`src/core/reader_irq_pkg.sv`:
```
// constants for the interrupt enable, routing and fault flag block
// assumes a 32-bit axi4-lite master; register index times four is the byte address
package reader_irq_pkg;
  localparam int ADDR_W = 8;
  // register indices
  localparam logic [5:0] IDX_REQUEST_A = 6'h06;
  localparam logic [5:0] IDX_REQUEST_B = 6'h07;
  localparam logic [5:0] IDX_ENABLE_A = 6'h08;
  localparam logic [5:0] IDX_ENABLE_B = 6'h09;
  localparam logic [5:0] IDX_FAULT = 6'h0a;
  localparam logic [5:0] IDX_STATUS = 6'h0b;
  localparam logic [5:0] IDX_OPTIONS = 6'h20;
  // reset values
  localparam logic [7:0] RST_ENABLE = 8'h00;
  localparam logic [7:0] RST_FAULT = 8'h00;
  localparam logic [6:0] RST_REQ_A = 7'h00;
  localparam logic [5:0] RST_REQ_B = 6'h00;
  localparam logic [2:0] RST_OPTIONS = 3'h0;
  // field positions
  localparam int BIT_SETCLR = 7;
  localparam int BIT_INVERT = 7;
  localparam int BIT_ROUTE = 6;
  localparam int BIT_TOTEM = 7;
  localparam int BIT_COMBINED = 6;
  localparam int BIT_CIPHER = 5;
  localparam int RQ_HIGH = 6;
  localparam int RQ_LOW = 5;
  localparam int RQ_DONE = 4;
  localparam int RQ_TX = 3;
  localparam int RQ_RX = 2;
  localparam int RQ_ERR = 1;
  localparam int RQ_SOF = 0;
  localparam int RQ_CARD = 5;
  localparam int F_NV = 7;
  localparam int F_WCONF = 6;
  localparam int F_OVF = 5;
  localparam int F_SHORT = 4;
  localparam int F_EMPTY = 3;
  localparam int F_COLL = 2;
  localparam int F_PROT = 1;
  localparam int F_INTEG = 0;
  localparam int OPT_COLLISION_AS_INTEGRITY = 0;
  localparam int OPT_MULTI = 1;
  localparam int OPT_EMD = 2;
  // frame length limits in bits
  localparam logic [7:0] MIN_FRAME_BITS = 8'h04;
  localparam logic [7:0] MIN_EMD_BITS = 8'h18;
  // link state codes
  localparam logic [2:0] LS_IDLE = 3'h0;
  localparam logic [2:0] LS_TX_WAIT = 3'h1;
  localparam logic [2:0] LS_SENDING = 3'h3;
  localparam logic [2:0] LS_RX_WAIT = 3'h5;
  localparam logic [2:0] LS_WAIT_DATA = 3'h6;
  localparam logic [2:0] LS_RECEIVING = 3'h7;
  // bus answers
  localparam logic [1:0] RESP_OKAY = 2'h0;
  localparam logic [1:0] RESP_SLVERR = 2'h2;
endpackage

```
`src/core/reader_irq_enable.sv`:
```
// interrupt enable, pin routing and fault flags of a contactless reader
// assumes all event inputs come from logic on clk as one-cycle pulses
//
// Our own choice: register access over AXI4-Lite.
module reader_irq_enable (
  input wire logic clk,
  input wire logic rst,
  input wire logic awvalid,
  output logic awready,
  input wire logic [reader_irq_pkg::ADDR_W-1:0] awaddr,
  input wire logic [2:0] awprot,
  input wire logic wvalid,
  output logic wready,
  input wire logic [31:0] wdata,
  input wire logic [3:0] wstrb,
  output logic bvalid,
  input wire logic bready,
  output logic [1:0] bresp,
  input wire logic arvalid,
  output logic arready,
  input wire logic [reader_irq_pkg::ADDR_W-1:0] araddr,
  input wire logic [2:0] arprot,
  output logic rvalid,
  input wire logic rready,
  output logic [31:0] rdata,
  output logic [1:0] rresp,
  input wire logic highAlert,
  input wire logic lowAlert,
  input wire logic cmdDone,
  input wire logic txDone,
  input wire logic sofSeen,
  input wire logic cardPresence,
  input wire logic [4:0] timerUnderflow,
  input wire logic nvCmdDone,
  input wire logic nvCmdFailed,
  input wire logic fifoWrite,
  input wire logic fifoFull,
  input wire logic fifoEmpty,
  input wire logic cmdStart,
  input wire logic rxCmdStart,
  input wire logic waitDataEntry,
  input wire logic errorsStored,
  input wire logic crcSending,
  input wire logic authActive,
  input wire logic sendRequest,
  input wire logic frameEnd,
  input wire logic sofValid,
  input wire logic [7:0] frameBits,
  input wire logic collision,
  input wire logic collisionInEof,
  input wire logic [6:0] collisionPos,
  input wire logic stopBitBad,
  input wire logic sofEofBad,
  input wire logic byteCountBad,
  input wire logic parityBad,
  input wire logic crcBad,
  input wire logic [2:0] linkState,
  input wire logic cipherOn,
  output logic irqPinOut,
  output logic irqPinOe,
  output logic fifoWriteAccept,
  output logic frameDiscard,
  output logic rxHalt,
  output logic lastByteDrop,
  output logic [6:0] firstCollPos,
  output logic firstCollValid
);
  import reader_irq_pkg::*;

  typedef struct packed {
    logic awRdy;
    logic awHeld;
    logic [5:0] awIdx;
    logic wRdy;
    logic wHeld;
    logic [7:0] wByte;
    logic wLane;
    logic bValid;
    logic [1:0] bResp;
    logic arRdy;
    logic rValid;
    logic [7:0] rByte;
    logic [1:0] rResp;
    logic [7:0] enA;
    logic [7:0] enB;
    logic [6:0] reqA;
    logic [5:0] reqB;
    logic combined;
    logic [7:0] faults;
    logic cipher;
    logic [2:0] link;
    logic [2:0] opt;
    logic [6:0] collPos;
    logic collValid;
    logic pinOut;
    logic pinOe;
    logic wrAccept;
    logic discard;
    logic halt;
    logic dropByte;
  } state_t;

  state_t st_q;
  state_t st_d;
  logic wrGo;
  logic shortFrame;
  logic protSet;
  logic collSet;
  logic integSet;
  logic wconfSet;
  logic ovfSet;
  logic emptySet;
  logic rxClear;

  function automatic logic mapped(input logic [5:0] idx);
    mapped = (idx == IDX_REQUEST_A) || (idx == IDX_REQUEST_B) || (idx == IDX_ENABLE_A) ||
             (idx == IDX_ENABLE_B) || (idx == IDX_FAULT) || (idx == IDX_STATUS) ||
             (idx == IDX_OPTIONS);
  endfunction

  function automatic logic rxPhase(input logic [2:0] ls);
    rxPhase = (ls == LS_RX_WAIT) || (ls == LS_WAIT_DATA) || (ls == LS_RECEIVING);
  endfunction

  // write performs once both address and data are held, before any answer is pending
  assign wrGo = st_q.awHeld && st_q.wHeld && !st_q.bValid;

  assign shortFrame = frameEnd && sofValid && ((frameBits < MIN_FRAME_BITS) ||
                      (st_q.opt[OPT_EMD] && (frameBits < MIN_EMD_BITS)));
  assign protSet = stopBitBad || sofEofBad || byteCountBad;
  assign collSet = collision && !collisionInEof;
  assign integSet = parityBad || crcBad || (collSet && st_q.opt[OPT_COLLISION_AS_INTEGRITY]);
  assign wconfSet = fifoWrite && (crcSending || authActive || rxPhase(linkState));
  assign ovfSet = fifoWrite && fifoFull;
  assign emptySet = sendRequest && fifoEmpty;
  assign rxClear = rxCmdStart || waitDataEntry;

  always_comb begin
    st_d = st_q;
    st_d.discard = 1'b0;
    st_d.halt = 1'b0;
    st_d.dropByte = 1'b0;
    // bus channels
    if (awvalid && st_q.awRdy) begin
      st_d.awHeld = 1'b1;
      st_d.awIdx = awaddr[7:2];
    end
    if (wvalid && st_q.wRdy) begin
      st_d.wHeld = 1'b1;
      st_d.wByte = wdata[7:0];
      st_d.wLane = wstrb[0];
    end
    if (st_q.bValid && bready) begin
      st_d.bValid = 1'b0;
    end
    if (wrGo) begin
      st_d.awHeld = 1'b0;
      st_d.wHeld = 1'b0;
      st_d.bValid = 1'b1;
      st_d.bResp = mapped(st_q.awIdx) ? RESP_OKAY : RESP_SLVERR;
      // narrow registers live in lane 0; other lanes are dropped
      if (st_q.wLane) begin
        case (st_q.awIdx)
          IDX_REQUEST_A: begin
            // set or clear by bit 7
            if (st_q.wByte[BIT_SETCLR]) begin
              st_d.reqA = st_q.reqA | st_q.wByte[6:0];
            end else begin
              st_d.reqA = st_q.reqA & ~st_q.wByte[6:0];
            end
          end
          IDX_REQUEST_B: begin
            // set or clear by bit 7
            if (st_q.wByte[BIT_SETCLR]) begin
              st_d.reqB = st_q.reqB | st_q.wByte[5:0];
            end else begin
              st_d.reqB = st_q.reqB & ~st_q.wByte[5:0];
            end
          end
          IDX_ENABLE_A: st_d.enA = st_q.wByte;
          IDX_ENABLE_B: st_d.enB = st_q.wByte;
          IDX_STATUS: begin
            // cipher can only be switched off from software
            if (!st_q.wByte[BIT_CIPHER]) begin
              st_d.cipher = 1'b0;
            end
          end
          IDX_OPTIONS: st_d.opt = st_q.wByte[2:0];
          default: st_d.opt = st_d.opt;
        endcase
      end
    end
    st_d.awRdy = !st_d.awHeld && !st_d.bValid;
    st_d.wRdy = !st_d.wHeld && !st_d.bValid;
    // read channel: one outstanding read, data captured at address acceptance
    if (st_q.rValid && rready) begin
      st_d.rValid = 1'b0;
    end
    if (arvalid && st_q.arRdy) begin
      st_d.rValid = 1'b1;
      st_d.rResp = mapped(araddr[7:2]) ? RESP_OKAY : RESP_SLVERR;
      case (araddr[7:2])
        IDX_REQUEST_A: st_d.rByte = {1'b0, st_q.reqA};
        IDX_REQUEST_B: st_d.rByte = {1'b0, st_q.combined, st_q.reqB};
        IDX_ENABLE_A: st_d.rByte = st_q.enA;
        IDX_ENABLE_B: st_d.rByte = st_q.enB;
        IDX_FAULT: st_d.rByte = st_q.faults;
        IDX_STATUS: st_d.rByte = {2'h0, st_q.cipher, 2'h0, st_q.link};
        IDX_OPTIONS: st_d.rByte = {5'h00, st_q.opt};
        default: st_d.rByte = 8'h00;
      endcase
    end
    st_d.arRdy = !st_d.rValid;
    st_d.link = linkState;
    if (cipherOn) begin
      st_d.cipher = 1'b1;
    end
    // fault clears come first so a coinciding set wins
    if (cmdStart) begin
      st_d.faults[F_OVF] = 1'b0;
      st_d.faults[F_EMPTY] = 1'b0;
    end
    if ((cmdStart && !st_q.opt[OPT_MULTI]) || (errorsStored && st_q.opt[OPT_MULTI])) begin
      st_d.faults[F_WCONF] = 1'b0;
    end
    if (rxClear) begin
      st_d.faults[F_SHORT] = 1'b0;
      st_d.faults[F_COLL] = 1'b0;
      st_d.faults[F_PROT] = 1'b0;
      st_d.faults[F_INTEG] = 1'b0;
      st_d.collValid = 1'b0;
    end
    if (nvCmdDone) begin
      st_d.faults[F_NV] = nvCmdFailed;
    end
    if (wconfSet) begin
      st_d.faults[F_WCONF] = 1'b1;
    end
    if (ovfSet) begin
      st_d.faults[F_OVF] = 1'b1;
    end
    if (shortFrame) begin
      st_d.faults[F_SHORT] = 1'b1;
      st_d.discard = 1'b1;
    end
    if (emptySet) begin
      st_d.faults[F_EMPTY] = 1'b1;
    end
    if (collSet) begin
      st_d.faults[F_COLL] = 1'b1;
      if (!st_d.collValid) begin
        st_d.collPos = collisionPos;
        st_d.collValid = 1'b1;
      end
    end
    if (protSet) begin
      st_d.faults[F_PROT] = 1'b1;
      st_d.halt = 1'b1;
      st_d.dropByte = 1'b1;
    end
    if (integSet) begin
      st_d.faults[F_INTEG] = 1'b1;
    end
    st_d.wrAccept = fifoWrite && !fifoFull && !st_q.faults[F_OVF];
    // request events win over a software clear
    st_d.reqA[RQ_HIGH] = st_d.reqA[RQ_HIGH] | highAlert;
    st_d.reqA[RQ_LOW] = st_d.reqA[RQ_LOW] | lowAlert;
    st_d.reqA[RQ_DONE] = st_d.reqA[RQ_DONE] | cmdDone;
    st_d.reqA[RQ_TX] = st_d.reqA[RQ_TX] | txDone;
    // no receive request for a discarded frame
    st_d.reqA[RQ_RX] = st_d.reqA[RQ_RX] | (frameEnd && !shortFrame);
    st_d.reqA[RQ_ERR] = st_d.reqA[RQ_ERR] | wconfSet | ovfSet | protSet | emptySet | integSet;
    st_d.reqA[RQ_SOF] = st_d.reqA[RQ_SOF] | sofSeen;
    st_d.reqB[RQ_CARD] = st_d.reqB[RQ_CARD] | cardPresence;
    st_d.reqB[4:0] = st_d.reqB[4:0] | timerUnderflow;
    st_d.combined = (|(st_d.reqA & st_d.enA[6:0])) || (|(st_d.reqB & st_d.enB[5:0]));
    // pin lags combined by a cycle so it comes straight from a flop
    // route gate
    if (st_q.enB[BIT_TOTEM]) begin
      st_d.pinOut = (st_q.combined && st_q.enB[BIT_ROUTE]) ^ st_q.enA[BIT_INVERT];
      st_d.pinOe = 1'b1;
    end else begin
      st_d.pinOut = 1'b0;
      st_d.pinOe = !((st_q.combined && st_q.enB[BIT_ROUTE]) ^ st_q.enA[BIT_INVERT]);
    end
  end

  always_ff @(posedge clk or posedge rst) begin
    if (rst) begin
      st_q <= '0;
      st_q.awRdy <= 1'b1;
      st_q.wRdy <= 1'b1;
      st_q.arRdy <= 1'b1;
      st_q.enA <= RST_ENABLE;
      st_q.enB <= RST_ENABLE;
      st_q.reqA <= RST_REQ_A;
      st_q.reqB <= RST_REQ_B;
      st_q.faults <= RST_FAULT;
      st_q.opt <= RST_OPTIONS;
      st_q.pinOe <= 1'b1;
    end else begin
      st_q <= st_d;
    end
  end

  assign awready = st_q.awRdy;
  assign wready = st_q.wRdy;
  assign bvalid = st_q.bValid;
  assign bresp = st_q.bResp;
  assign arready = st_q.arRdy;
  assign rvalid = st_q.rValid;
  assign rdata = {24'h000000, st_q.rByte};
  assign rresp = st_q.rResp;
  assign irqPinOut = st_q.pinOut;
  assign irqPinOe = st_q.pinOe;
  assign fifoWriteAccept = st_q.wrAccept;
  assign frameDiscard = st_q.discard;
  assign rxHalt = st_q.halt;
  assign lastByteDrop = st_q.dropByte;
  assign firstCollPos = st_q.collPos;
  assign firstCollValid = st_q.collValid;
endmodule // reader_irq_enable

```
`config.mk`:
```
export PLATFORM = sky130hd
export DESIGN_NAME = reader_irq_enable
export DESIGN_NICKNAME = d
export VERILOG_FILES = /design/src/core/reader_irq_pkg.sv /design/src/core/reader_irq_enable.sv
export SDC_FILE = /design/constraint.sdc
export NUM_CORES = 1
export LEC_CHECK = 0
export BUFFER_PORTS_ARGS = -buffer_cell sky130_fd_sc_hd__buf_2
export CAP_MARGIN = 20
export CORE_ASPECT_RATIO = 0.9
export CORE_MARGIN = 3
export CORE_UTILIZATION = 39
export CTS_CLUSTER_DIAMETER = 30
export DETAILED_ROUTE_END_ITERATION = 6
export GPL_TIMING_DRIVEN = 0
export PLACE_DENSITY = 0.66
export REMOVE_ABC_BUFFERS = 1
export SLEW_MARGIN = 20
export SYNTH_ARGS = -nofsm -noshare
export SYNTH_HDL_FRONTEND = slang
export SYNTH_SLANG_ARGS = --single-unit
```
`constraint.sdc`:
```
create_clock -name clk -period 6.7 [get_ports clk]
set_input_delay 0.67 -clock clk [delete_from_list [all_inputs] [get_ports clk]]
set_output_delay 0.67 -clock clk [all_outputs]
set_load 0.01 [all_outputs]
```
==> impl_table.tex <==
\begin{tabular}{lr}
\hline
Metric & Value \\
\hline
\multicolumn{2}{l}{\textbf{Clocking}} \\
CTS sink cnt & 90 \\
\# Post-CTS Setup Buffers & 0 \\
CTS H-Tree Depth & 3 \\
Buffer depth of the longest clock path & 2 \\
Cts bufs inserted & 9 \\
Post-CTS sizing & 0 \\
Later-pin clock latency in the skew report & 0.34 ns \\
TritonCTS clock tree & yes \\
Buffer type at the clock tree root & clkbuf\_16 \\
Clock-pin slew of the registers on the worst-case setup and hold paths & about 0.070 ns \\
Number of hold buffers added after cts & 0 \\
\multicolumn{2}{l}{\textbf{Setup path}} \\
Critical path launch point type & register \\
Arr. time, crit path & 2.85 ns \\
Critical setup path kind & register to register \\
Slowest stage cell on the critical path & dfrtp\_1 \\
Worst path required time & between 6 and 7 ns \\
Cells traversed along the worst timing path & inv\_1 -> o41ai\_2 -> a22oi\_1 -> a2111oi\_2 -> nand4\_1 \\
CP endpoint kind & register \\
Delay contributed by the slowest stage of the critical path & $\sim$0.74 ns \\
Worst-path fanout max & 17 \\
\multicolumn{2}{l}{\textbf{STA}} \\
RSZ-0062 raised after global routing & false \\
Time the final worst path needs with I/O delays and setup & 2.66 ns \\
Final setup violation count & 0 \\
Number of hold-slack violations in the final timing report & 0 \\
Post-route clock skew & 0.0101 ns \\
Final total negative setup slack & 0 ns \\
Relative slew slack & 0.392 \\
Final critical-path share of the clock period & 0.397 \\
Achievable frequency & 0.376 GHz \\
Final critical-path setup slack & 4.04 ns \\
Max-slew violation total from the final report & 0 \\
Actual slew at the worst max-slew pin & roughly 0.91 ns \\
\multicolumn{2}{l}{\textbf{Routing}} \\
Drt first pass iters & 6 \\
Average wire per cell in the routed design & 17.5 um \\
Post-detailed-route DRC marker count & 0 \\
Iter 0 DRT Violations & 263 \\
Average via count per standard cell & 5.37 \\
Final ANT Viol Nets & 0 \\
Total vias in the final route & 3,584 \\
Total wire length & $\sim$12 mm \\
\multicolumn{2}{l}{\textbf{Global routing}} \\
Wire length of the first global-routing pass & 18.3 mm \\
Largest net degree at the start of global routing & 60 \\
Via count of the first global-routing pass & 3,497 \\
Total global-route track usage & 0.177 \\
Initial antenna violation count & 0 \\
Overflow left after global routing & 0 \\
\multicolumn{2}{l}{\textbf{Power and ir drop}} \\
LEAKAGE & 2.53 nW \\
Share of total power in sequential cells & 0.455 \\
Share of power burned in the clock network & 0.285 \\
P per Cell Area & 345 nW/um\^{}2 \\
Switching component of the power & 0.642 mW \\
Overall power of the completed layout & 1.87 mW \\
Share of power burned in combinational logic & 0.259 \\
Sw frac & 0.343 \\
Internal power & 1.23 mW \\
Worst vdd rail ir drop & 0.240 mV \\
\multicolumn{2}{l}{\textbf{Cells and area}} \\
Layout fillers & between 1,000 and 1,500 \\
Max reg flops & 62 \\
Final design instance area without fill & 5420 um\^{}2 \\
Most flops, register & st\_q \\
Number of diodes & 0 \\
P\&R area growth vs syn & 16.5\% \\
Total Nets Final & roughly 620 \\
Multi-input gate area in the final layout & 2060 um\^{}2 \\
Share of cells above drive strength 1 & 0.352 \\
Post-Route Utilization & 0.470 \\
Combined flip-flop and latch cell area & $\sim$2300 um\^{}2 \\
\multicolumn{2}{l}{\textbf{Synthesis}} \\
Part of the Yosys area used for sequential elements & 0.485 \\
Largest cells by area after synthesis & dfrtp\_1 (46\%), mux2\_2 (9.7\%), buf\_4 (7.1\%), nand2\_1 (3.8\%), dfstp\_2 (2.3\%) \\
Synth Area per Inst & about 11 um\^{}2 \\
Predominant post-synthesis flop cell & dfrtp\_1 \\
Yosys top cell area share & 0.463 \\
Post-Synthesis Cell Area & 4650 um\^{}2 \\
Warnings from Yosys & 0 \\
Most instantiated library cell after synthesis & dfrtp\_1 \\
Number of synthesized flops with an enable pin & 0 \\
Library cell occupying the most area in the post-synthesis netlist & dfrtp\_1 \\
Post-synthesis sequential element count & 90 \\
Post-synthesis cell count & roughly 430 \\
Post-synthesis cell type count & a little under 60 \\
Asr flop ratio synth & 1.00 \\
Commonest cells in the synthesized netlist & dfrtp\_1 (86), nand2\_1 (47), buf\_4 (44) \\
\multicolumn{2}{l}{\textbf{Placed design}} \\
Pre-CTS WS & 4.09 ns \\
Global placement routability congestion & approximately 0.85 \\
PortBufs & 105 \\
Placement-stage cell area & approximately 5100 um\^{}2 \\
Half-perimeter wire length after detailed placement & around 8.6 mm \\
\multicolumn{2}{l}{\textbf{Die}} \\
Die Width & 121 um \\
Number of standard-cell rows in the floorplan & 37 \\
IO Count & around 170 \\
Die ar. & about 13,000 um\^{}2 \\
Effective utilization at floorplan & 0.404 \\
Die Y-Extent & around 110 um \\
Core Area & approximately 12,000 um\^{}2 \\
\multicolumn{2}{l}{\textbf{Job}} \\
Count of maximum capacitance violations & 0 \\
\multicolumn{2}{l}{\textbf{Status}} \\
Run status & completed \\
\multicolumn{2}{l}{\textbf{Hold path}} \\
Hold/Removal Path Class & input port to asynchronous set/reset pin \\
\hline
\end{tabular}
==> worst max-delay path, delay by kind of cell (launching register included) <==
| family | cells | cell delay (ns) |
|---|---|---|
| and+or+nand+nor | 1 | 0.14 |
| DFF | 1 | 0.74 |
| buffers and inverters | 1 | 0.45 |
| AOI/OAI and AO/OA | 3 | 1.17 |
==> stage by stage <==
step | hold slack, ns | std cells
floorplan | 0.422 | 390
global placement | 0.464 | 651
detailed placement | 0.466 | 652
CTS | 0.347 | 668
global route | 0.365 | 668
finish | 0.338 | 668
==> cell type report <==
cell class                 instances  area share
clock inverter                     4      0.0141
timing repair buffer             106       0.102
sequential                        90       0.416
clock buffer                      12      0.0436
multi-input combinational        289       0.380
inverter                          11     0.00808
tap                              156      0.0360
==> routing by layer <==
metal | global-route usage | wire [um] | vias up
met1 | 0.244 | 5100 | 1770
li1 | - | - | 1653
met5 | 0 | 0 | -
met4 | 0.0615 | 210 | 0
met3 | 0.0453 | 811 | 16
met2 | 0.272 | 5590 | 145
==> worst paths after layout <==
| check | from | endpoint | slack, ns | depth (start not counted) |
|---|---|---|---|---|
| max | st_q[86] | st_q[29] | 4.04 | 5 |
| min | rst | firstCollPos[4] | 0.34 | 2 |
| max reg2reg | st_q[86] | st_q[29] | 4.04 | 5 |
| min reg2reg | rdata[7] | rdata[7] | 0.47 | 2 |
| max in group asynchronous | rst | wready | 5.69 | 3 |
| min in group clk | linkState[1] | st_q[18] | 0.45 | 1 |
==> cells in the final DEF, fill, tap and decap left out, types with 4 or more instances in the layout <==
cell type / netlist / final
mux2_2: 40 / 40
nand2_1: 47 / 47
clkbuf_16: 0 / 9
a22o_1: 4 / 4
nor2b_1: 9 / 9
buf_2: 0 / 105
dfstp_2: 4 / 4
nand4_1: 9 / 9
a41oi_1: 6 / 6
nor2_1: 18 / 18
conb_1: 1 / 26
mux2i_1: 10 / 10
or2_2: 4 / 4
a22oi_1: 13 / 13
and3b_1: 5 / 5
o21ai_0: 13 / 13
nor4_1: 5 / 5
inv_1: 11 / 10
o41ai_1: 4 / 4
nor3_1: 4 / 4
dfrtp_1: 86 / 86
o31ai_1: 8 / 8
a21oi_1: 4 / 4
nand2b_1: 8 / 8
==> power groups by stage <==
stage,clock [mW],sequential [mW],combinational [mW]
2_1_floorplan,0,0.803,0.333
3_3_place_gp,0,0.847,0.464
3_5_place_dp,0,0.853,0.480
4_1_cts,0.544,0.845,0.483
5_1_grt,0.570,0.871,0.536
6_report,0.534,0.852,0.484
==> logic make-up after synthesis <==
| group | synth area share |
|---|---|
| DFF | 0.485 |
| AOI/OAI and AO/OA | 0.139 |
| other | 0.000806 |
| buffers and inverters | 0.0944 |
| and+or+nand+nor | 0.161 |
| xor gates and xnor gates | 0.00188 |
| muxes | 0.118 |
Note: power is estimated with default switching activity, not from simulation.
